===== src/logic/pptu_regs.vh =====
// register addresses, command fields and encodings for the parallel port and timer unit
`ifndef PPTU_REGS_VH
`define PPTU_REGS_VH

// register addresses, low three bits of the latched address
`define PPTU_ADDR_CS      3'h0
`define PPTU_ADDR_PORT1   3'h1
`define PPTU_ADDR_PORT2   3'h2
`define PPTU_ADDR_PORT3   3'h3
`define PPTU_ADDR_TMR_LO  3'h4
`define PPTU_ADDR_TMR_HI  3'h5

// command byte fields
`define PPTU_CMD_P1_OUT   0
`define PPTU_CMD_P2_OUT   1
`define PPTU_CMD_P3_LO    2
`define PPTU_CMD_P3_HI    3
`define PPTU_CMD_IEN1     4
`define PPTU_CMD_IEN2     5
`define PPTU_CMD_TMR_LO   6
`define PPTU_CMD_TMR_HI   7
`define PPTU_CMD_RST      8'h00

// third port roles
`define PPTU_P3_IN        2'h0
`define PPTU_P3_OUT       2'h1
`define PPTU_P3_ALT3      2'h2
`define PPTU_P3_ALT4      2'h3

// timer commands in command bits 7..6
`define PPTU_TCMD_NOP     2'h0
`define PPTU_TCMD_STOP    2'h1
`define PPTU_TCMD_STOP_TC 2'h2
`define PPTU_TCMD_START   2'h3

// timer output modes in high byte bits 7..6
`define PPTU_TMODE_HALF   2'h0
`define PPTU_TMODE_SQUARE 2'h1
`define PPTU_TMODE_SINGLE 2'h2
`define PPTU_TMODE_DIVN   2'h3

// status byte bit positions
`define PPTU_ST_INTR1     0
`define PPTU_ST_BF1       1
`define PPTU_ST_IEN1      2
`define PPTU_ST_INTR2     3
`define PPTU_ST_BF2       4
`define PPTU_ST_IEN2      5
`define PPTU_ST_TC        6

`endif


===== src/logic/pptu_hsk.v =====
// strobe, buffer-full and interrupt handshake for one byte port
`timescale 1ns/100ps
`default_nettype none
module pptu_hsk (
  input  wire clk_i,     // system clock
  input  wire rst_i,     // synchronous reset
  input  wire en_i,      // strobed mode selected
  input  wire dir_out_i, // port is an output
  input  wire stb_n_i,   // peripheral strobe, low active
  input  wire acc_i,     // cpu read or write of the port
  input  wire inte_i,    // interrupt enable
  output wire bf_o,      // buffer full flag
  output wire intr_o,    // gated interrupt request
  output wire latch_o    // capture input data now
);
  reg  stb_d_reg;  // strobe of last cycle
  reg  bf_reg;     // buffer full state
  reg  intr_reg;   // interrupt pending
  wire stb_fall;   // strobe pulled low
  wire stb_rise;   // strobe released

  assign stb_fall = en_i & stb_d_reg & ~stb_n_i;
  assign stb_rise = en_i & ~stb_d_reg & stb_n_i;
  assign latch_o  = stb_fall & ~dir_out_i;
  assign bf_o     = bf_reg;
  assign intr_o   = intr_reg & inte_i;

  // flag updates, a set in the same cycle as a clear wins
  always @(posedge clk_i) begin
    if (rst_i | ~en_i) begin
      stb_d_reg <= 1'b1;
      bf_reg    <= 1'b0;
      intr_reg  <= 1'b0;
    end else begin
      stb_d_reg <= stb_n_i;
      if (~dir_out_i) begin
        if (stb_fall)
          bf_reg <= 1'b1;
        else if (acc_i)
          bf_reg <= 1'b0;
        if (stb_rise)
          intr_reg <= 1'b1;
        else if (acc_i)
          intr_reg <= 1'b0;
      end else begin
        if (acc_i)
          bf_reg <= 1'b1;
        else if (stb_fall)
          bf_reg <= 1'b0;
        if (stb_rise)
          intr_reg <= 1'b1;
        else if (acc_i)
          intr_reg <= 1'b0;
      end
    end
  end
endmodule
`default_nettype wire


===== src/logic/pptu_timer.v =====
// fourteen-bit down-counting timer with four output modes
`timescale 1ns/100ps
`default_nettype none
`include "pptu_regs.vh"
module pptu_timer #(
  parameter WIDTH = 14  // counter width
) (
  input  wire             clk_i,     // system clock
  input  wire             rst_i,     // synchronous reset
  input  wire             tclk_i,    // timer clock input
  input  wire             lo_wr_i,   // write of low byte
  input  wire             hi_wr_i,   // write of high byte
  input  wire [7:0]       wdata_i,   // write data
  input  wire             cmd_wr_i,  // command byte written
  input  wire [1:0]       cmd_i,     // timer command
  output wire [WIDTH-1:0] count_o,   // present count
  output wire [1:0]       mode_o,    // output mode
  output wire             out_o,     // timer output
  output wire             tc_o       // terminal count pulse
);
  reg  [WIDTH-1:0] len_reg;     // count length
  reg  [WIDTH-1:0] count_reg;   // down counter
  reg  [1:0]       mode_reg;    // output mode
  reg              tclk_d_reg;  // timer clock of last cycle
  reg              run_reg;     // counting
  reg              stop_tc_reg; // stop at next terminal count
  reg              out_reg;     // output level
  reg              tc_reg;      // terminal count pulse
  wire             tick;        // timer clock rising edge
  wire             at_tc;       // this tick reaches terminal count
  wire             square;      // half-count modes
  wire [WIDTH-1:0] half;        // half the length

  assign tick    = tclk_i & ~tclk_d_reg;
  assign at_tc   = tick & run_reg & (count_reg <= {{(WIDTH-1){1'b0}}, 1'b1});
  assign square  = (mode_reg == `PPTU_TMODE_HALF) | (mode_reg == `PPTU_TMODE_SQUARE);
  assign half    = {1'b0, len_reg[WIDTH-1:1]};
  assign count_o = count_reg;
  assign mode_o  = mode_reg;
  assign out_o   = out_reg;
  assign tc_o    = tc_reg;

  always @(posedge clk_i) begin
    if (rst_i) begin
      len_reg     <= {WIDTH{1'b0}};
      count_reg   <= {WIDTH{1'b0}};
      mode_reg    <= `PPTU_TMODE_HALF;
      tclk_d_reg  <= 1'b0;
      run_reg     <= 1'b0;
      stop_tc_reg <= 1'b0;
      out_reg     <= 1'b1;
      tc_reg      <= 1'b0;
    end else begin
      tclk_d_reg <= tclk_i;
      tc_reg     <= at_tc;
      if (lo_wr_i)
        len_reg[7:0] <= wdata_i;
      if (hi_wr_i) begin
        len_reg[WIDTH-1:8] <= wdata_i[WIDTH-9:0];
        mode_reg           <= wdata_i[7:6];
      end
      if (at_tc) begin
        count_reg <= len_reg;
        // single modes stop after one terminal count
        if (stop_tc_reg | (mode_reg == `PPTU_TMODE_HALF) | (mode_reg == `PPTU_TMODE_SINGLE))
          run_reg <= 1'b0;
        stop_tc_reg <= 1'b0;
      end else if (tick & run_reg)
        count_reg <= count_reg - {{(WIDTH-1){1'b0}}, 1'b1};
      if (cmd_wr_i) begin
        case (cmd_i)
          `PPTU_TCMD_STOP: begin
            run_reg <= 1'b0;
          end
          `PPTU_TCMD_STOP_TC: begin
            stop_tc_reg <= run_reg;
          end
          `PPTU_TCMD_START: begin
            if (~run_reg) begin
              count_reg <= len_reg;
              run_reg   <= 1'b1;
            end
            stop_tc_reg <= 1'b0;
          end
          default: begin
          end
        endcase
      end
      // high first half, low second half
      if (~run_reg)
        out_reg <= 1'b1;
      else if (square)
        out_reg <= (count_reg > half);
      else
        // low pulse over the terminal count
        out_reg <= ~(count_reg <= {{(WIDTH-1){1'b0}}, 1'b1});
    end
  end
endmodule
`default_nettype wire


===== src/logic/pptu_top.v =====
// parallel ports, handshake control and timer behind a multiplexed processor bus
//
// Notes on behaviour
// - select when io high, ab3 and ab15-12 low
// - selected cycle drives advance acknowledge, no waits
// - address taken at trailing edge of latch
// - read strobe low puts register on bus
// - write strobe rising edge stores bus data
// - command write sets ports, interrupts, timer command
// - byte ports input or output, basic or strobed
// - six-bit port input, output, or handshake
// - low group serves port one, high port two
// - port one strobed input in modes three, four
// - strobe low latches data, raises buffer full
// - interrupt follows, service lowers buffer full
// - port two write raises buffer full, mode four
// - strobe rising edge raises port two interrupt
// - output-mode bit five holds bus override
// - timer low byte at four, high five
// - timer length bits 13-0, mode 15-14
// - first mode low over second half
// - square mode halves, reloads at terminal count
// - single mode one low pulse, no repeat
// - divide mode repeats low pulse each count
// - command bits seven, six start, stop timer
// - fourteen-bit down counter on timer clock
`timescale 1ns/100ps
`default_nettype none
`include "pptu_regs.vh"
module pptu_top #(
  parameter TMR_WIDTH = 14  // timer counter width
) (
  input  wire       CLK_I,         // 40 MHz system clock
  input  wire       RESET_I,       // synchronous reset, high
  input  wire       IO_M_I,        // high for an io cycle
  input  wire       ALE_I,         // address latch pulse, high
  input  wire [7:0] ADDR_HI_I,     // upper address lines 15..8
  input  wire [7:0] AD_I,          // multiplexed bus, input side
  output wire [7:0] AD_O,          // multiplexed bus, driven data
  output wire       AD_OE_N_O,     // bus drive enable, low drives
  input  wire       RD_N_I,        // read strobe, low
  input  wire       WR_N_I,        // write strobe, low
  output wire       ADV_ACK_N_O,   // advance acknowledge, low
  input  wire [7:0] PORT1_I,       // port one pins in
  output wire [7:0] PORT1_O,       // port one pins out
  output wire       PORT1_OE_N_O,  // port one drive, low drives
  input  wire [7:0] PORT2_I,       // port two pins in
  output wire [7:0] PORT2_O,       // port two pins out
  output wire       PORT2_OE_N_O,  // port two drive, low drives
  input  wire [5:0] PORT3_I,       // six-bit port pins in
  output wire [5:0] PORT3_O,       // six-bit port pins out
  output wire [5:0] PORT3_OE_N_O,  // per-line drive, low drives
  input  wire       TMR_CLK_I,     // timer clock input
  output wire       TIMER_OUT_O,   // timer output
  output wire       OVERRIDE_O     // bus override request, high
);
  // bus cycle tracking
  reg  [2:0] addr_reg;      // latched register address
  reg        sel_reg;       // cycle selects this unit
  reg        done_reg;      // read fall or write rise seen
  reg        rd_d_reg;      // read strobe of last cycle
  reg        wr_d_reg;      // write strobe of last cycle
  reg  [7:0] wdata_reg;     // data seen while write strobe low
  reg        ack_n_reg;     // advance acknowledge out
  reg  [7:0] ad_o_reg;      // read data out
  reg        ad_oe_n_reg;   // bus drive enable out

  // programmable state
  reg  [7:0] cmd_reg;       // command byte
  reg  [7:0] p1_out_reg;    // port one output data
  reg  [7:0] p2_out_reg;    // port two output data
  reg  [7:0] p1_lat_reg;    // port one strobed input latch
  reg  [7:0] p2_lat_reg;    // port two strobed input latch
  reg  [5:0] p3_out_reg;    // six-bit port output data
  reg        tc_flag_reg;   // terminal count seen
  reg        p1_oe_n_reg;   // port one drive enable out
  reg        p2_oe_n_reg;   // port two drive enable out
  reg  [5:0] p3_o_reg;      // six-bit port pins out
  reg  [5:0] p3_oe_n_reg;   // six-bit port enables out
  reg        tout_reg;      // timer output flop
  reg        ovr_reg;       // override output flop

  // combinational helpers
  reg  [7:0] rdata;         // addressed register value
  reg  [5:0] p3_o_next;     // next six-bit pin values
  reg  [5:0] p3_oe_n_next;  // next six-bit enables
  wire       decode;        // io select decode during latch
  wire       rd_fall;       // read strobe went low
  wire       wr_rise;       // write strobe went high
  wire       rd_go;         // selected read begins
  wire       wr_go;         // selected write completes
  wire [1:0] p3_mode;       // six-bit port role
  wire       p1_strobed;    // port one handshake active
  wire       p2_strobed;    // port two handshake active
  wire       p1_acc;        // cpu serviced port one
  wire       p2_acc;        // cpu serviced port two
  wire       bf1;           // port one buffer full
  wire       bf2;           // port two buffer full
  wire       intr1;         // port one interrupt
  wire       intr2;         // port two interrupt
  wire       lat1;          // port one latch strobe
  wire       lat2;          // port two latch strobe
  wire [TMR_WIDTH-1:0] tcount; // present timer count
  wire [1:0] tmode;         // timer mode bits
  wire       tout;          // timer output level
  wire       tc;            // terminal count pulse
  wire [5:0] p3_rd;         // six-bit port read value

  assign decode  = IO_M_I & ~AD_I[3] & (ADDR_HI_I[7:4] == 4'h0);
  assign rd_fall = rd_d_reg & ~RD_N_I;
  assign wr_rise = ~wr_d_reg & WR_N_I;
  assign rd_go   = rd_fall & sel_reg & ~ALE_I;
  assign wr_go   = wr_rise & sel_reg & ~ALE_I;

  // roles taken from the command byte
  assign p3_mode    = cmd_reg[`PPTU_CMD_P3_HI:`PPTU_CMD_P3_LO];
  // port one strobed in modes three and four
  assign p1_strobed = (p3_mode == `PPTU_P3_ALT3) | (p3_mode == `PPTU_P3_ALT4);
  assign p2_strobed = (p3_mode == `PPTU_P3_ALT4);
  // service is a read for inputs and a write for outputs
  assign p1_acc = (addr_reg == `PPTU_ADDR_PORT1) & (cmd_reg[`PPTU_CMD_P1_OUT] ? wr_go : rd_go);
  assign p2_acc = (addr_reg == `PPTU_ADDR_PORT2) & (cmd_reg[`PPTU_CMD_P2_OUT] ? wr_go : rd_go);

  // top outputs straight from flops
  assign AD_O         = ad_o_reg;
  assign AD_OE_N_O    = ad_oe_n_reg;
  assign ADV_ACK_N_O  = ack_n_reg;
  assign PORT1_O      = p1_out_reg;
  assign PORT1_OE_N_O = p1_oe_n_reg;
  assign PORT2_O      = p2_out_reg;
  assign PORT2_OE_N_O = p2_oe_n_reg;
  assign PORT3_O      = p3_o_reg;
  assign PORT3_OE_N_O = p3_oe_n_reg;
  assign TIMER_OUT_O  = tout_reg;
  assign OVERRIDE_O   = ovr_reg;

  // port one handshake, low group of the six-bit port
  // strobes armed once their line is an input
  pptu_hsk u_hsk1 (
    .clk_i     (CLK_I),
    .rst_i     (RESET_I),
    .en_i      (p1_strobed & p3_oe_n_reg[2]),
    .dir_out_i (cmd_reg[`PPTU_CMD_P1_OUT]),
    .stb_n_i   (PORT3_I[2]),
    .acc_i     (p1_acc),
    .inte_i    (cmd_reg[`PPTU_CMD_IEN1]),
    .bf_o      (bf1),
    .intr_o    (intr1),
    .latch_o   (lat1)
  );

  // port two handshake, high group of the six-bit port
  pptu_hsk u_hsk2 (
    .clk_i     (CLK_I),
    .rst_i     (RESET_I),
    .en_i      (p2_strobed & p3_oe_n_reg[5]),
    .dir_out_i (cmd_reg[`PPTU_CMD_P2_OUT]),
    .stb_n_i   (PORT3_I[5]),
    .acc_i     (p2_acc),
    .inte_i    (cmd_reg[`PPTU_CMD_IEN2]),
    .bf_o      (bf2),
    .intr_o    (intr2),
    .latch_o   (lat2)
  );

  // timer section
  pptu_timer #(
    .WIDTH (TMR_WIDTH)
  ) u_timer (
    .clk_i    (CLK_I),
    .rst_i    (RESET_I),
    .tclk_i   (TMR_CLK_I),
    .lo_wr_i  (wr_go & (addr_reg == `PPTU_ADDR_TMR_LO)),
    .hi_wr_i  (wr_go & (addr_reg == `PPTU_ADDR_TMR_HI)),
    .wdata_i  (wdata_reg),
    .cmd_wr_i (wr_go & (addr_reg == `PPTU_ADDR_CS)),
    .cmd_i    (wdata_reg[`PPTU_CMD_TMR_HI:`PPTU_CMD_TMR_LO]),
    .count_o  (tcount),
    .mode_o   (tmode),
    .out_o    (tout),
    .tc_o     (tc)
  );

  // six-bit port read, pin value where input, driven value where output
  genvar gi;
  generate
    for (gi = 0; gi < 6; gi = gi + 1) begin : g_p3rd
      assign p3_rd[gi] = p3_oe_n_reg[gi] ? PORT3_I[gi] : p3_o_reg[gi];
    end
  endgenerate

  always @* begin
    rdata = 8'h00;
    case (addr_reg)
      `PPTU_ADDR_CS: begin
        // status byte
        rdata[`PPTU_ST_INTR1] = intr1;
        rdata[`PPTU_ST_BF1]   = bf1;
        rdata[`PPTU_ST_IEN1]  = cmd_reg[`PPTU_CMD_IEN1];
        rdata[`PPTU_ST_INTR2] = intr2;
        rdata[`PPTU_ST_BF2]   = bf2;
        rdata[`PPTU_ST_IEN2]  = cmd_reg[`PPTU_CMD_IEN2];
        rdata[`PPTU_ST_TC]    = tc_flag_reg;
      end
      `PPTU_ADDR_PORT1: begin
        // basic input live, strobed input latched
        if (cmd_reg[`PPTU_CMD_P1_OUT])
          rdata = p1_out_reg;
        else
          rdata = p1_strobed ? p1_lat_reg : PORT1_I;
      end
      `PPTU_ADDR_PORT2: begin
        if (cmd_reg[`PPTU_CMD_P2_OUT])
          rdata = p2_out_reg;
        else
          rdata = p2_strobed ? p2_lat_reg : PORT2_I;
      end
      `PPTU_ADDR_PORT3: begin
        rdata = {2'h0, p3_rd};
      end
      // timer bytes at four and five
      `PPTU_ADDR_TMR_LO: begin
        rdata = tcount[7:0];
      end
      `PPTU_ADDR_TMR_HI: begin
        rdata = {tmode, tcount[TMR_WIDTH-1:8]};
      end
      default: begin
        rdata = 8'h00;
      end
    endcase
  end

  always @* begin
    p3_o_next    = p3_out_reg;
    p3_oe_n_next = 6'h3F;
    case (p3_mode)
      `PPTU_P3_IN: begin
        p3_oe_n_next = 6'h3F;
      end
      `PPTU_P3_OUT: begin
        p3_oe_n_next = 6'h00;
      end
      `PPTU_P3_ALT3: begin
        // low group carries port one handshake
        p3_o_next    = {p3_out_reg[5:3], 1'b0, bf1, intr1};
        p3_oe_n_next = 6'h04;
      end
      `PPTU_P3_ALT4: begin
        p3_o_next    = {1'b0, bf2, intr2, 1'b0, bf1, intr1};
        p3_oe_n_next = 6'h24;
      end
      default: begin
        p3_oe_n_next = 6'h3F;
      end
    endcase
  end

  // bus cycle tracking and answers
  always @(posedge CLK_I) begin
    if (RESET_I) begin
      addr_reg    <= 3'h0;
      sel_reg     <= 1'b0;
      done_reg    <= 1'b0;
      rd_d_reg    <= 1'b1;
      wr_d_reg    <= 1'b1;
      wdata_reg   <= 8'h00;
      ack_n_reg   <= 1'b1;
      ad_o_reg    <= 8'h00;
      ad_oe_n_reg <= 1'b1;
    end else begin
      rd_d_reg <= RD_N_I;
      wr_d_reg <= WR_N_I;
      // address follows while latch high, freezes at its fall
      if (ALE_I) begin
        addr_reg <= AD_I[2:0];
        sel_reg  <= decode;
        done_reg <= 1'b0;
      end else if (rd_fall | wr_rise) begin
        done_reg <= 1'b1;
      end
      // data captured while strobe low, used at its rise
      if (~WR_N_I)
        wdata_reg <= AD_I;
      // acknowledge from the selected latch until the cycle's strobe is seen
      ack_n_reg <= ~(ALE_I ? decode : (sel_reg & ~done_reg));
      // drive bus while selected read strobe low
      if (rd_go)
        ad_o_reg <= rdata;
      ad_oe_n_reg <= ~(sel_reg & ~ALE_I & ~RD_N_I);
    end
  end

  // register writes and pin state
  always @(posedge CLK_I) begin
    if (RESET_I) begin
      cmd_reg     <= `PPTU_CMD_RST;
      p1_out_reg  <= 8'h00;
      p2_out_reg  <= 8'h00;
      p1_lat_reg  <= 8'h00;
      p2_lat_reg  <= 8'h00;
      p3_out_reg  <= 6'h00;
      tc_flag_reg <= 1'b0;
      p1_oe_n_reg <= 1'b1;
      p2_oe_n_reg <= 1'b1;
      p3_o_reg    <= 6'h00;
      p3_oe_n_reg <= 6'h3F;
      tout_reg    <= 1'b1;
      ovr_reg     <= 1'b0;
    end else begin
      if (wr_go) begin
        case (addr_reg)
          `PPTU_ADDR_CS: begin
            cmd_reg <= wdata_reg;
          end
          `PPTU_ADDR_PORT1: begin
            p1_out_reg <= wdata_reg;
          end
          `PPTU_ADDR_PORT2: begin
            p2_out_reg <= wdata_reg;
          end
          `PPTU_ADDR_PORT3: begin
            p3_out_reg <= wdata_reg[5:0];
          end
          default: begin
          end
        endcase
      end
      if (lat1)
        p1_lat_reg <= PORT1_I;
      if (lat2)
        p2_lat_reg <= PORT2_I;
      // status terminal count flag, set wins over read clear
      if (tc)
        tc_flag_reg <= 1'b1;
      else if (rd_go & (addr_reg == `PPTU_ADDR_CS))
        tc_flag_reg <= 1'b0;
      p1_oe_n_reg <= ~cmd_reg[`PPTU_CMD_P1_OUT];
      p2_oe_n_reg <= ~cmd_reg[`PPTU_CMD_P2_OUT];
      p3_o_reg    <= p3_o_next;
      p3_oe_n_reg <= p3_oe_n_next;
      tout_reg    <= tout;
      // override held while output role and bit five set
      ovr_reg <= (p3_mode == `PPTU_P3_OUT) & p3_out_reg[5];
    end
  end
endmodule
`default_nettype wire


===== config.mk =====
export PLATFORM = sky130hd
export DESIGN_NAME = pptu_top
export DESIGN_NICKNAME = d
export VERILOG_FILES = /design/src/logic/pptu_hsk.v /design/src/logic/pptu_timer.v /design/src/logic/pptu_top.v
export VERILOG_INCLUDE_DIRS = /design/src /design/src/logic
export SDC_FILE = /design/constraint.sdc
export NUM_CORES = 1
export LEC_CHECK = 0
export BUFFER_PORTS_ARGS = -buffer_cell sky130_fd_sc_hd__buf_2
export CORE_ASPECT_RATIO = 0.5
export CORE_MARGIN = 1
export CORE_UTILIZATION = 43
export DETAILED_ROUTE_END_ITERATION = 7
export MAX_ROUTING_LAYER = met4
export PLACE_DENSITY = 0.75
export SYNTH_ARGS = -nofsm -noshare
export SYNTH_HDL_FRONTEND = slang
export SYNTH_SLANG_ARGS = --single-unit
export TNS_END_PERCENT = 1

===== constraint.sdc =====
create_clock -name CLK_I -period 1.8 [get_ports CLK_I]
set_input_delay 0.18 -clock CLK_I [delete_from_list [all_inputs] [get_ports CLK_I]]
set_output_delay 0.18 -clock CLK_I [all_outputs]
set_load 0.03 [all_outputs]

# Word level (Yosys, flattened, before mapping)
# Index checks and enable logic that the tools add are counted.
# word_totals
reg_bits,127
elab_cells,173
# op_classes
n_addsub,1
magnitude_cmp,2
n_eq_ne,13
muxes,45
n_bitwise,60
n_reduce_logical,15
# ops
cell,n
2-to-1 mux 14 bit,5
case mux 7 bit (6 select lines),1
AND 1 bit,35
2-to-1 mux 8 bit,4
2-to-1 mux 1 bit,30
case mux 6 bit (4 select lines),1
inverter 1 bit,18
> comparator 14 x 13 -> 1 bit,1
"less-or-equal comparator 14 x 1 -> 1 bit, second input constant",1
"subtractor 14 x 1 -> 14 bit, second input constant",1
case mux 6 bit (2 select lines),1
"== test 2 bit, second input constant",5
nonzero test 2 bit,5
AND reduction 2 bit,4
OR 1 bit,7
"== test 2 x 1 -> 1 bit, second input constant",3
"== test 3 x 2 -> 1 bit, second input constant",2
"== test 3 bit, second input constant",2
logical NOT 2 bit,2
logical NOT 4 bit,1
case mux 1 bit (2 select lines),2
case mux 1 bit (4 select lines),1
OR reduction 2 bit,2
"== test 3 x 1 -> 1 bit, second input constant",1
logical NOT 3 bit,1

# Depth between registers and ports, before layout
# Gate-level depths: netlist of the first run.
# depth
ltp_word,9
mapped_depth,8

# Cells and area by module
# A second synthesis of the first run with hierarchy kept.
# unflattened
cells_unflattened,678
hier_area_um2,6123.4
# by_module_without_submodules
mod,n_inst,cells_per_inst,area_each_um2,seq_area_each_um2
pptu_top,1,432,3872.5,1661.6
pptu_timer,1,214,1988.2,700.7
pptu_hsk,2,16,131.4,60.1

# Least setup slack after synthesis of the first run
# Ideal clock, no wire load.
# synth_path
path_type,register to register
startpoint,register u_timer.count_reg[4] (netlist: u_timer.count_o[4])
endpoint,register u_timer.count_reg[10] (netlist: u_timer.count_o[10])
arrival_ns,1.736
t_required_ns,1.657
path_slack_ns,-0.079
path_stages_with_launch,7
path_buffers,1
period_less_slack_ns,1.879
path_cell_list,dfxtp_1 > or4_4 > nor4_4 > a31oi_4 > buf_6 > nor2_1 > a211oi_2
# synth_via
elab_chain_len,6
# synth_rtl
item,line,rtl
start: declaration,pptu_timer.v:22,reg [WIDTH-1:0] count_reg;
start signal: assignment,pptu_timer.v:46,count_reg <= {WIDTH{1'b0}};
start signal: assignment,pptu_timer.v:63,count_reg <= len_reg;
start signal: assignment,pptu_timer.v:69,"count_reg <= count_reg - {{(WIDTH-1){1'b0}}, 1'b1};"
subtractor 14 x 1 -> 14 bit / less-or-equal comparator 14 x 1 -> 1 bit (equally long branches),"pptu_timer.v:69, pptu_timer.v:35",
2-to-1 mux 14 bit / AND 1 bit (equally long branches),"pptu_timer.v:68, pptu_timer.v:35",
2-to-1 mux 14 bit *,pptu_timer.v:62,if (at_tc) begin
2-to-1 mux 14 bit,pptu_timer.v:79,if (~run_reg) begin
2-to-1 mux 14 bit,pptu_timer.v:71,case (cmd_i)
2-to-1 mux 14 bit *,pptu_timer.v:70,if (cmd_wr_i) begin
# Mark *: on every way between the ends. The rest lies on a longest branch, timed or not.
# A chain may end at the register's enable or synchronous reset.

# Worst setup path in the final report of the first run
# layout_path
startpoint,register u_timer.count_reg[4] (netlist: u_timer.count_o[4])
endpoint,register u_timer.count_reg[8] (netlist: u_timer.count_o[8])
# The elaborated chain is that of the path after synthesis.

==> results of run 1 <==
==> report_power, final <==
group          switching, µW  internal [µW]  leakage (µW)  total (µW)
Clock                   1240           2270      0.000291        3520
Sequential              35.4           2760       0.00100        2800
Combinational            182            139       0.00184         320
Total                   1460           5180       0.00314        6640
==> worst min-delay path by stage <==
| stage | startpoint | to | slack [ns] | depth (start not counted) |
|---|---|---|---|---|
| after floorplan | PORT3_I[2] | u_hsk1.stb_d_reg | 0.29 | 1 |
| after global placement | u_timer.out_o | TIMER_OUT_O | 0.40 | 1 |
| after detailed placement | u_timer.out_o | TIMER_OUT_O | 0.40 | 1 |
| after CTS | PORT2_I[3] | p2_lat_reg[3] | 0.006 | 3 |
| after global routing | PORT2_I[0] | p2_lat_reg[0] | 0.01 | 3 |
| final | PORT2_I[3] | p2_lat_reg[3] | 0.01 | 3 |
==> kinds of logic (layout without fill, tap and decap cells) <==
kind of cell    Yosys count  in the layout
xor+xnor                 12             12
simple gates            275            275
buf+inv                  65            206
compound gates          124            124
mux                      68             68
fa+ha+maj                19             19
flops                   124            124
==> routing by layer <==
layer	global-route usage	vias up	share of wire
met4	0.104	0	0.025
met5	-	-	0
met2	0.391	265	0.45
met1	0.322	2638	0.43
met3	0.0709	45	0.090
li1	-	2662	-
==> what timing repair did <==
action / 4_1_cts / 5_1_grt
hold endpoints to repair: 6 / 0
resized for setup: 8 / 23
pin swaps: 1 / 5
hold buffers: 6 / 0
endpoints found under the setup margin: 17 / 56
==> per-stage QoR <==
| step | TNS [ns] | power (µW) | hold slack, ns |
|---|---|---|---|
| after detailed placement | -0.370 | 3150 | 0.404 |
| after global routing | -0.922 | 6820 | 0.0111 |
| after global placement | -0.209 | 3140 | 0.403 |
| after floorplan | -0.0187 | 3000 | 0.287 |
| after CTS | -0.134 | 6650 | 0.00554 |
| final | -0.123 | 6640 | 0.0102 |
==> cell type report <==
class	instances	area share
Clock buffer	21	0.0610
Clock inverter	10	0.0182
Inverter	22	0.0107
Multi-Input combinational cell	498	0.424
Sequential cell	124	0.323
Tap cell	186	0.0302
Timing Repair Buffer	153	0.134
==> cells in the final DEF (no fill, tap or decap), drive strengths merged, types with 3 or more instances in the layout <==
| master | n |
|---|---|
| a211oi | 18 |
| clkinvlp | 3 |
| clkbuf | 21 |
| nor3 | 8 |
| nor2 | 81 |
| nand3b | 3 |
| nor4 | 6 |
| nand3 | 31 |
| dlygate4sd3 | 6 |
| o21ai | 27 |
| inv | 22 |
| nand4 | 4 |
| xor2 | 5 |
| o31ai | 4 |
| or2 | 9 |
| ha | 19 |
| clkinv | 4 |
| nor3b | 6 |
| mux2 | 5 |
| and3 | 3 |
| buf | 147 |
| a221oi | 7 |
| xnor2 | 7 |
| mux2i | 63 |
| bufinv | 3 |
| nand2 | 85 |
| nand2b | 11 |
| a31oi | 3 |
| nor2b | 14 |
| nand4b | 5 |
| a21oi | 53 |
| dfxtp | 124 |
==> critical path: stages, from the launching register on <==
cell      delay [ns]
dfxtp_1         0.31
or4_4           0.56
nor4_4          0.25
a31oi_4         0.16
buf_12          0.18
buf_4           0.14
a211oi_2        0.17
==> results.cfg, run 1 <==
[outcome]
violations = negative setup slack
status = finished with violations

[clock_tree]
clkLatencyLatePin_ns = 0.42
clkTransAtPathRegs_ns = 0.05
cts_setup_buffers = 0
cts-root-buf = clkbuf_16
cts_tree = done
cts_buffers = 17
cts_buffer_depth = 2
htreeDepth = 4
cts_sinks = 124

[timing]
rsz0062_at_grt = yes
drv_slew = 0
fin_worst_skew_ns = 0.00961
hold_violations = 0
layout_setup_ws_ns = -0.0401
period_needed_ns = 1.84
fin_crit_sh = 1.02
tightest_slew_ns = 0.544
max-slew-margin-rel = 0.637
fmax_mhz = 543
finalSetupViolations = 5

[critical_path]
worst_ep_required_time_ns = 2.14
cp-endpoint = u_timer.count_o[8]
startpoint_type = register
path_max_fanout = 17
worstRegToRegCells = 6
r2r_slack_ns = -0.04
critPathArrivalTime_ns = 2.18
r2r-end = u_timer.count_o[8]
r2r-start = u_timer.count_o[4]
path_class = register to register
crit_start = u_timer.count_o[4]
end_kind = register

[floorplanning]
io_pins = 87
initial_utilization = 0.455
rows = 29
fp.coreArea_mm2 = 0.0131
die_h_um = 85.2
fp.dieW_um = 168
dieArea_mm2 = 0.0144

[synthesis]
yosysTopAreaCell = dfxtp_1
syn_area_per_cell_um2 = 8.67
post-synth-top-count-cell = dfxtp_1
synthAdderAreaFrac = 0.0399
synth_cell_types = 54
synth_compound_area_frac = 0.139
synth-edff-count = 0
synthSimpleGateAreaFrac = 0.224
synthMuxAreaShare = 0.115
ys_warn_count = 0
ys_top_cells_by_count = 124 x dfxtp_1, 85 x nand2_1, 79 x nor2_1
syn_nets = 751
synth_top_family_by_area = simple AND/OR/NAND/NOR gates
synthArstFlopShare = 0
synth_xor_area_frac = 0.0176
synth_top_area_share = 0.417
ys_ff_latch = 124
yosys_most_used_dff = dfxtp_1
synth_area_leaders = dfxtp_1 42%, mux2i_1 11%, nand2_1 5.4%
synth_cells = 687
syn-cell-area_mm2 = 0.00596
ys_seq_area_frac = 0.417

[cells_and_area]
regArea_mm2 = 0.00249
drive_above_1_share = 0.279
fin_cells = 1014
multiInputGateArea_mm2 = 0.00327
antenna_cells = 0
nets = 880
final_area_mm2 = 0.00772
final_util = 0.589
area_delta_synth_final_pct = 29.5
fill_cells = 1117

[flow_run]
cap_viol_max_count = 0

[placement]
gp_congestion = 0.923
dp.cells = 977
placed_area_mm2 = 0.00695
hpwlAfterDp_um = 12500
portBuffers = 82
pre_cts_ws_ns = -0.0659

[routing]
totalWireLength_um = 17500
initialDrtViolationCount = 685
wl_per_cell_um = 17.3
vias_per_cell = 5.53
vias = 5610
drtAntennaViolNets = 0
post-route-drc-count = 0
first_pass_iters = 5

[pwr]
p_per_area_mw_per_mm2 = 860
power.leakage_uw = 0.00314
ir_drop_v = 0.000690

[min_path]
hold_class = input pin to register

[global_routing]
grt_pass1_wl_um = 27100
grt-ovfl-total = 0
grt_pass1_vias = 5131
grt_max_degree = 42
antenna_found_initial = 0
grtUsageTotal = 0.257
No activity file was read; power rests on OpenSTA's default activity.
==> run 2, diff against run 1 <==
- SETUP_SLACK_MARGIN: unset -> 0.05
==> run 2 against run 1 <==
  * The flow still finishes with violations (negative setup slack)
  * Flip-flop and latch count did not move
  * Wire length up 0.18%
  * Sequential share of layout area down 0.052 points
  * Register-to-register slack barely moved
  * Clock power about the same
  * Count of clock-buffer cells in the layout unchanged
  * Critical path depth unchanged
  * Worst setup slack better by 0.0072 ns
  * First-iteration DRC count is 11% lower
  * Total power about the same
  * Die area unchanged
==> results.cfg, run 2 (synthesized netlist as in run 1, its figures left out) <==
[outcome]
status = finished with violations
violations = negative setup slack

[timing]
max-slew-margin-rel = 0.645
fin_worst_skew_ns = 0.00965
layout_setup_ws_ns = -0.0328
final.setup.tns_ns = -0.103
rsz0062_at_grt = yes
drv_slew = 0
fin_crit_sh = 1.02
fmax_mhz = 546
period_needed_ns = 1.83
tightest_slew_ns = 0.532
finalSetupViolations = 4
hold_violations = 0

[global_routing]
grt-ovfl-total = 0
grt_pass1_vias = 5144
grt_pass1_wl_um = 27200
antenna_found_initial = 0
grt_max_degree = 42
grtUsageTotal = 0.257

[pwr]
power.leakage_uw = 0.00314
p_sw_uw = 1460
pwr-share-clk = 0.530
switching_share = 0.220
seq_power_share = 0.422
power.total_uw = 6640
combPwrFrac = 0.048
ir_drop_v = 0.000683
p_per_area_mw_per_mm2 = 858
p_int_uw = 5180

[clock_tree]
cts_setup_buffers = 0
clkLatencyLatePin_ns = 0.42
htreeDepth = 4
cts_tree = done
cts_sinks = 124
cts_buffer_depth = 2
cts_buffers = 17
clkTransAtPathRegs_ns = 0.06
cts-root-buf = clkbuf_16

[routing]
initialDrtViolationCount = 609
post-route-drc-count = 0
drtAntennaViolNets = 0
vias = 5603
vias_per_cell = 5.53
wl_per_cell_um = 17.3
first_pass_iters = 6
totalWireLength_um = 17600

[min_path]
hold_path_startpoint = PORT2_I[3]
hold_class = input pin to register
hold_depth = 3
min_to = p2_lat_reg[3]

[critical_path]
startpoint_type = register
worst_ep_required_time_ns = 2.14
crit_chain = or4_4 > nor4_4 > a31oi_4 > buf_12 > buf_4 > a211oi_2
path_class = register to register
r2r-end = u_timer.count_o[8]
slowest_stage = or4_4
r2r-start = u_timer.count_o[4]
slowest_delay_ns = 0.56
worstRegToRegCells = 6
r2r_slack_ns = -0.03
path_max_fanout = 17
critPathArrivalTime_ns = 2.17
end_kind = register

[cells_and_area]
nets = 880
final_util = 0.590
antenna_cells = 0
area_delta_synth_final_pct = 29.8
final_common_cell = dfxtp_1
drive_above_1_share = 0.281
layout_common_cells = 120 x dfxtp_1, 82 x nand2_1, 81 x buf_2, 76 x nor2_1, 60 x mux2i_1

[floorplanning]
dieArea_mm2 = 0.0144
fp.dieW_um = 168
rows = 29
initial_utilization = 0.455
io_pins = 87
die_h_um = 85.2
fp.coreArea_mm2 = 0.0131

[flow_run]
cap_viol_max_count = 0

[placement]
hpwlAfterDp_um = 12500
portBuffers = 82
gp_congestion = 0.923
run 2: timing repair:
action / 4_1_cts / 5_1_grt
gates resized for setup: 12 / 22
setup endpoints to repair: 39 / 72
pin swaps: 5 / 7
endpoints found under the hold margin: 6 / 0
hold buffers: 6 / 0
run 2: metal layers:
metal,part of all wire,vias to the layer above,GRT usage,wire length (µm)
li1,-,2656,-,-
met1,0.43,2652,0.323,7620
met2,0.45,247,0.391,7950
met3,0.090,48,0.0709,1590
met4,0.023,0,0.104,411
met5,0,-,-,0
run 2: per-stage QoR:
step                      worst slack, ns  std cells  hold WS (ns)  cell area [µm²]
after floorplan                  -0.00267        687         0.287             5960
after global placement            -0.0500        977         0.403             6950
after detailed placement          -0.0659        977         0.404             6950
after CTS                         -0.0421       1014       0.00554             7650
after global routing               -0.136       1014        0.0111             7730
final                             -0.0328       1014        0.0134             7730
run 2: worst max-delay path by stage:
stage,to,startpoint,slack [ns]
3_3_place_gp,AD_O[7],cmd_reg[2],-0.05
5_1_grt,u_timer.count_o[8],u_timer.count_o[4],-0.14
4_1_cts,u_timer.count_o[8],u_timer.count_o[4],-0.04
2_1_floorplan,u_timer.count_o[10],u_timer.count_o[4],-0.003
3_5_place_dp,u_timer.count_o[11],u_timer.count_o[4],-0.07
6_report,u_timer.count_o[8],u_timer.count_o[4],-0.03
run 2: power by group through the flow:
stage | Sequential [µW] | Clock (µW) | Combinational, µW
2_1_floorplan | 2840 | 0 | 161
3_3_place_gp | 2860 | 0 | 285
3_5_place_dp | 2860 | 0 | 289
4_1_cts | 2800 | 3540 | 308
5_1_grt | 2800 | 3680 | 342
6_report | 2800 | 3520 | 318
run 2: final cells by class:
cell class | count | area (µm²)
timing repair buffer | 153 | 1030
inverter | 22 | 82.6
clock inverter | 10 | 140
clock buffer | 21 | 470
multi-input combinational | 498 | 3280
sequential | 124 | 2490
fill | 1108 | 5370
tap | 186 | 233
run 2: worst max-delay path, delay by kind of cell (launching register included):
| kind | cells | cell delay, ns |
|---|---|---|
| AND/OR/NAND/NOR | 2 | 0.80 |
| AO/OA/AOI/OAI | 2 | 0.33 |
| buffers and inverters | 2 | 0.32 |
| flip-flops | 1 | 0.31 |
==> run 3, diff against run 2 <==
- CTS_CLUSTER_DIAMETER: unset -> 200
- RECOVER_POWER: unset -> 100
==> run 3 against run 2 <==
  * The run still ends with negative setup slack left
  * Via count is 0.23% lower
  * Combinational power is 1% lower
  * Worst setup slack worse by 0.0044 ns
  * Total power hardly changed
  * Fmax is 0.24% lower
  * Clock power hardly changed
  * Die area stayed put
  * Count of clock-buffer cells in the layout stayed put
  * Clock skew hardly changed
  * Utilization is 0.82 points lower
  * Largest power group unchanged
==> results.cfg, run 3 (synthesized netlist as in run 1, its figures left out) <==
[placement]
portBuffers = 82
placed_area_mm2 = 0.00695
pre_cts_ws_ns = -0.0659
hpwlAfterDp_um = 12500
dp.cells = 977
gp_congestion = 0.923

[cells_and_area]
final_area_mm2 = 0.00762
antenna_cells = 0
layout_common_cells = 122 x dfxtp_1, 82 x nand2_1, 76 x nor2_1, 60 x mux2i_1
final_util = 0.582
nets = 880
fill_cells = 1144
fin_cells = 1014
final_common_cell = dfxtp_1
area_delta_synth_final_pct = 28.0
drive_above_1_share = 0.221

[routing]
wl_met1_um = 7670
first_pass_iters = 5
totalWireLength_um = 17600
vias_per_cell = 5.51
highest_layer = met4
wl_met2_um = 8000
initialDrtViolationCount = 655
drtAntennaViolNets = 0
post-route-drc-count = 0
wl_met3_um = 1430
wl_per_cell_um = 17.3
vias = 5590

[timing]
finalSetupViolations = 10
fin_crit_sh = 1.02
hold_violations = 0
fin_worst_skew_ns = 0.00989
drv_slew = 0
rsz0062_at_grt = yes
tightest_slew_ns = 0.782
timing.hold.ws_ns = 0.0134
period_needed_ns = 1.84
layout_setup_ws_ns = -0.0373
fmax_mhz = 544
max-slew-margin-rel = 0.479

[global_routing]
antenna_found_initial = 0
grt_pass1_vias = 5144
grt_max_degree = 42
grt-ovfl-total = 0
grt_pass1_wl_um = 27200
grtUsageTotal = 0.257

[critical_path]
critPathArrivalTime_ns = 2.18
slowest_delay_ns = 0.56
worstRegToRegCells = 6
startpoint_type = register
path_class = register to register
crit_chain = or4_4 > nor4_4 > a31oi_4 > buf_12 > buf_4 > a211oi_2
end_kind = register
worst_ep_required_time_ns = 2.14
path_max_fanout = 17
slowest_stage = or4_4
r2r-start = u_timer.count_o[4]
r2r-end = u_timer.count_o[8]
r2r_slack_ns = -0.04

[pwr]
power.leakage_uw = 0.00296
ir_drop_v = 0.000693
combPwrFrac = 0.047
pwr-share-clk = 0.530
p_sw_uw = 1460
switching_share = 0.220
p_per_area_mw_per_mm2 = 870
seq_power_share = 0.422
p_int_uw = 5180

[min_path]
hold_class = input pin to register
hold_depth = 3
min_to = p2_lat_reg[3]
hold_path_startpoint = PORT2_I[3]

[clock_tree]
cts_sinks = 124
cts_setup_buffers = 0
cts-root-buf = clkbuf_16
cts_buffer_depth = 2
cts_buffers = 17
clkLatencyLatePin_ns = 0.42
htreeDepth = 4
clkTransAtPathRegs_ns = 0.06
cts_tree = done

[outcome]
violations = negative setup slack
status = finished with violations

[floorplanning]
initial_utilization = 0.455
rows = 29
dieArea_mm2 = 0.0144
io_pins = 87
fp.coreArea_mm2 = 0.0131
die_h_um = 85.2
fp.dieW_um = 168

[flow_run]
cap_viol_max_count = 0
run 3: critical path, delay by kind of cell (launching register included):
family | cells | cell delay, ns
simple gates | 2 | 0.80
flops | 1 | 0.31
buf+inv | 2 | 0.32
compound gates | 2 | 0.33
run 3: layout make-up:
type | instances | area (µm²) | share of cell area
inverters | 22 | 82.6 | 0.0108
clock buffers | 21 | 470 | 0.0617
well taps | 186 | 233 | 0.0305
flip-flops and latches | 124 | 2490 | 0.326
clock inverters | 10 | 140 | 0.0184
multi-input cells | 498 | 3280 | 0.430
repair buffers | 153 | 932 | 0.122
run 3: what timing repair did:
item / 4_1_cts / 5_1_grt
cloned: 0 / 0
pin swaps: 5 / 7
hold buffers: 6 / 0
resized for setup: 12 / 22
hold endpoints to repair: 6 / 0
endpoints found under the setup margin: 39 / 72
run 3: routing by layer:
layer	up-vias	track usage
li1	2657	-
met1	2664	0.323
met2	218	0.391
met3	51	0.0709
met4	0	0.104
met5	-	-
run 3: worst max-delay path by stage:
stage                       startpoint             endpoint  slack (ns)  depth (start not counted)
floorplan           u_timer.count_o[4]  u_timer.count_o[10]      -0.003                          6
global placement            cmd_reg[2]              AD_O[7]       -0.05                          7
detailed placement  u_timer.count_o[4]  u_timer.count_o[11]       -0.07                          6
CTS                 u_timer.count_o[4]   u_timer.count_o[8]       -0.04                          6
global route        u_timer.count_o[4]   u_timer.count_o[8]       -0.14                          6
finish              u_timer.count_o[4]   u_timer.count_o[8]       -0.04                          6
run 3: stage by stage:
step                TNS, ns  total power, µW
global route          -2.71             6820
global placement     -0.209             3140
floorplan           -0.0187             3000
finish               -0.149             6630
detailed placement   -0.370             3150
CTS                  -0.134             6650
run 3: power by group through the flow:
| stage | combinational (µW) | clock (µW) | sequential [µW] |
|---|---|---|---|
| 6_report | 314 | 3520 | 2800 |
| 3_5_place_dp | 289 | 0 | 2860 |
| 3_3_place_gp | 285 | 0 | 2860 |
| 5_1_grt | 339 | 3680 | 2800 |
| 4_1_cts | 308 | 3540 | 2800 |
| 2_1_floorplan | 161 | 0 | 2840 |
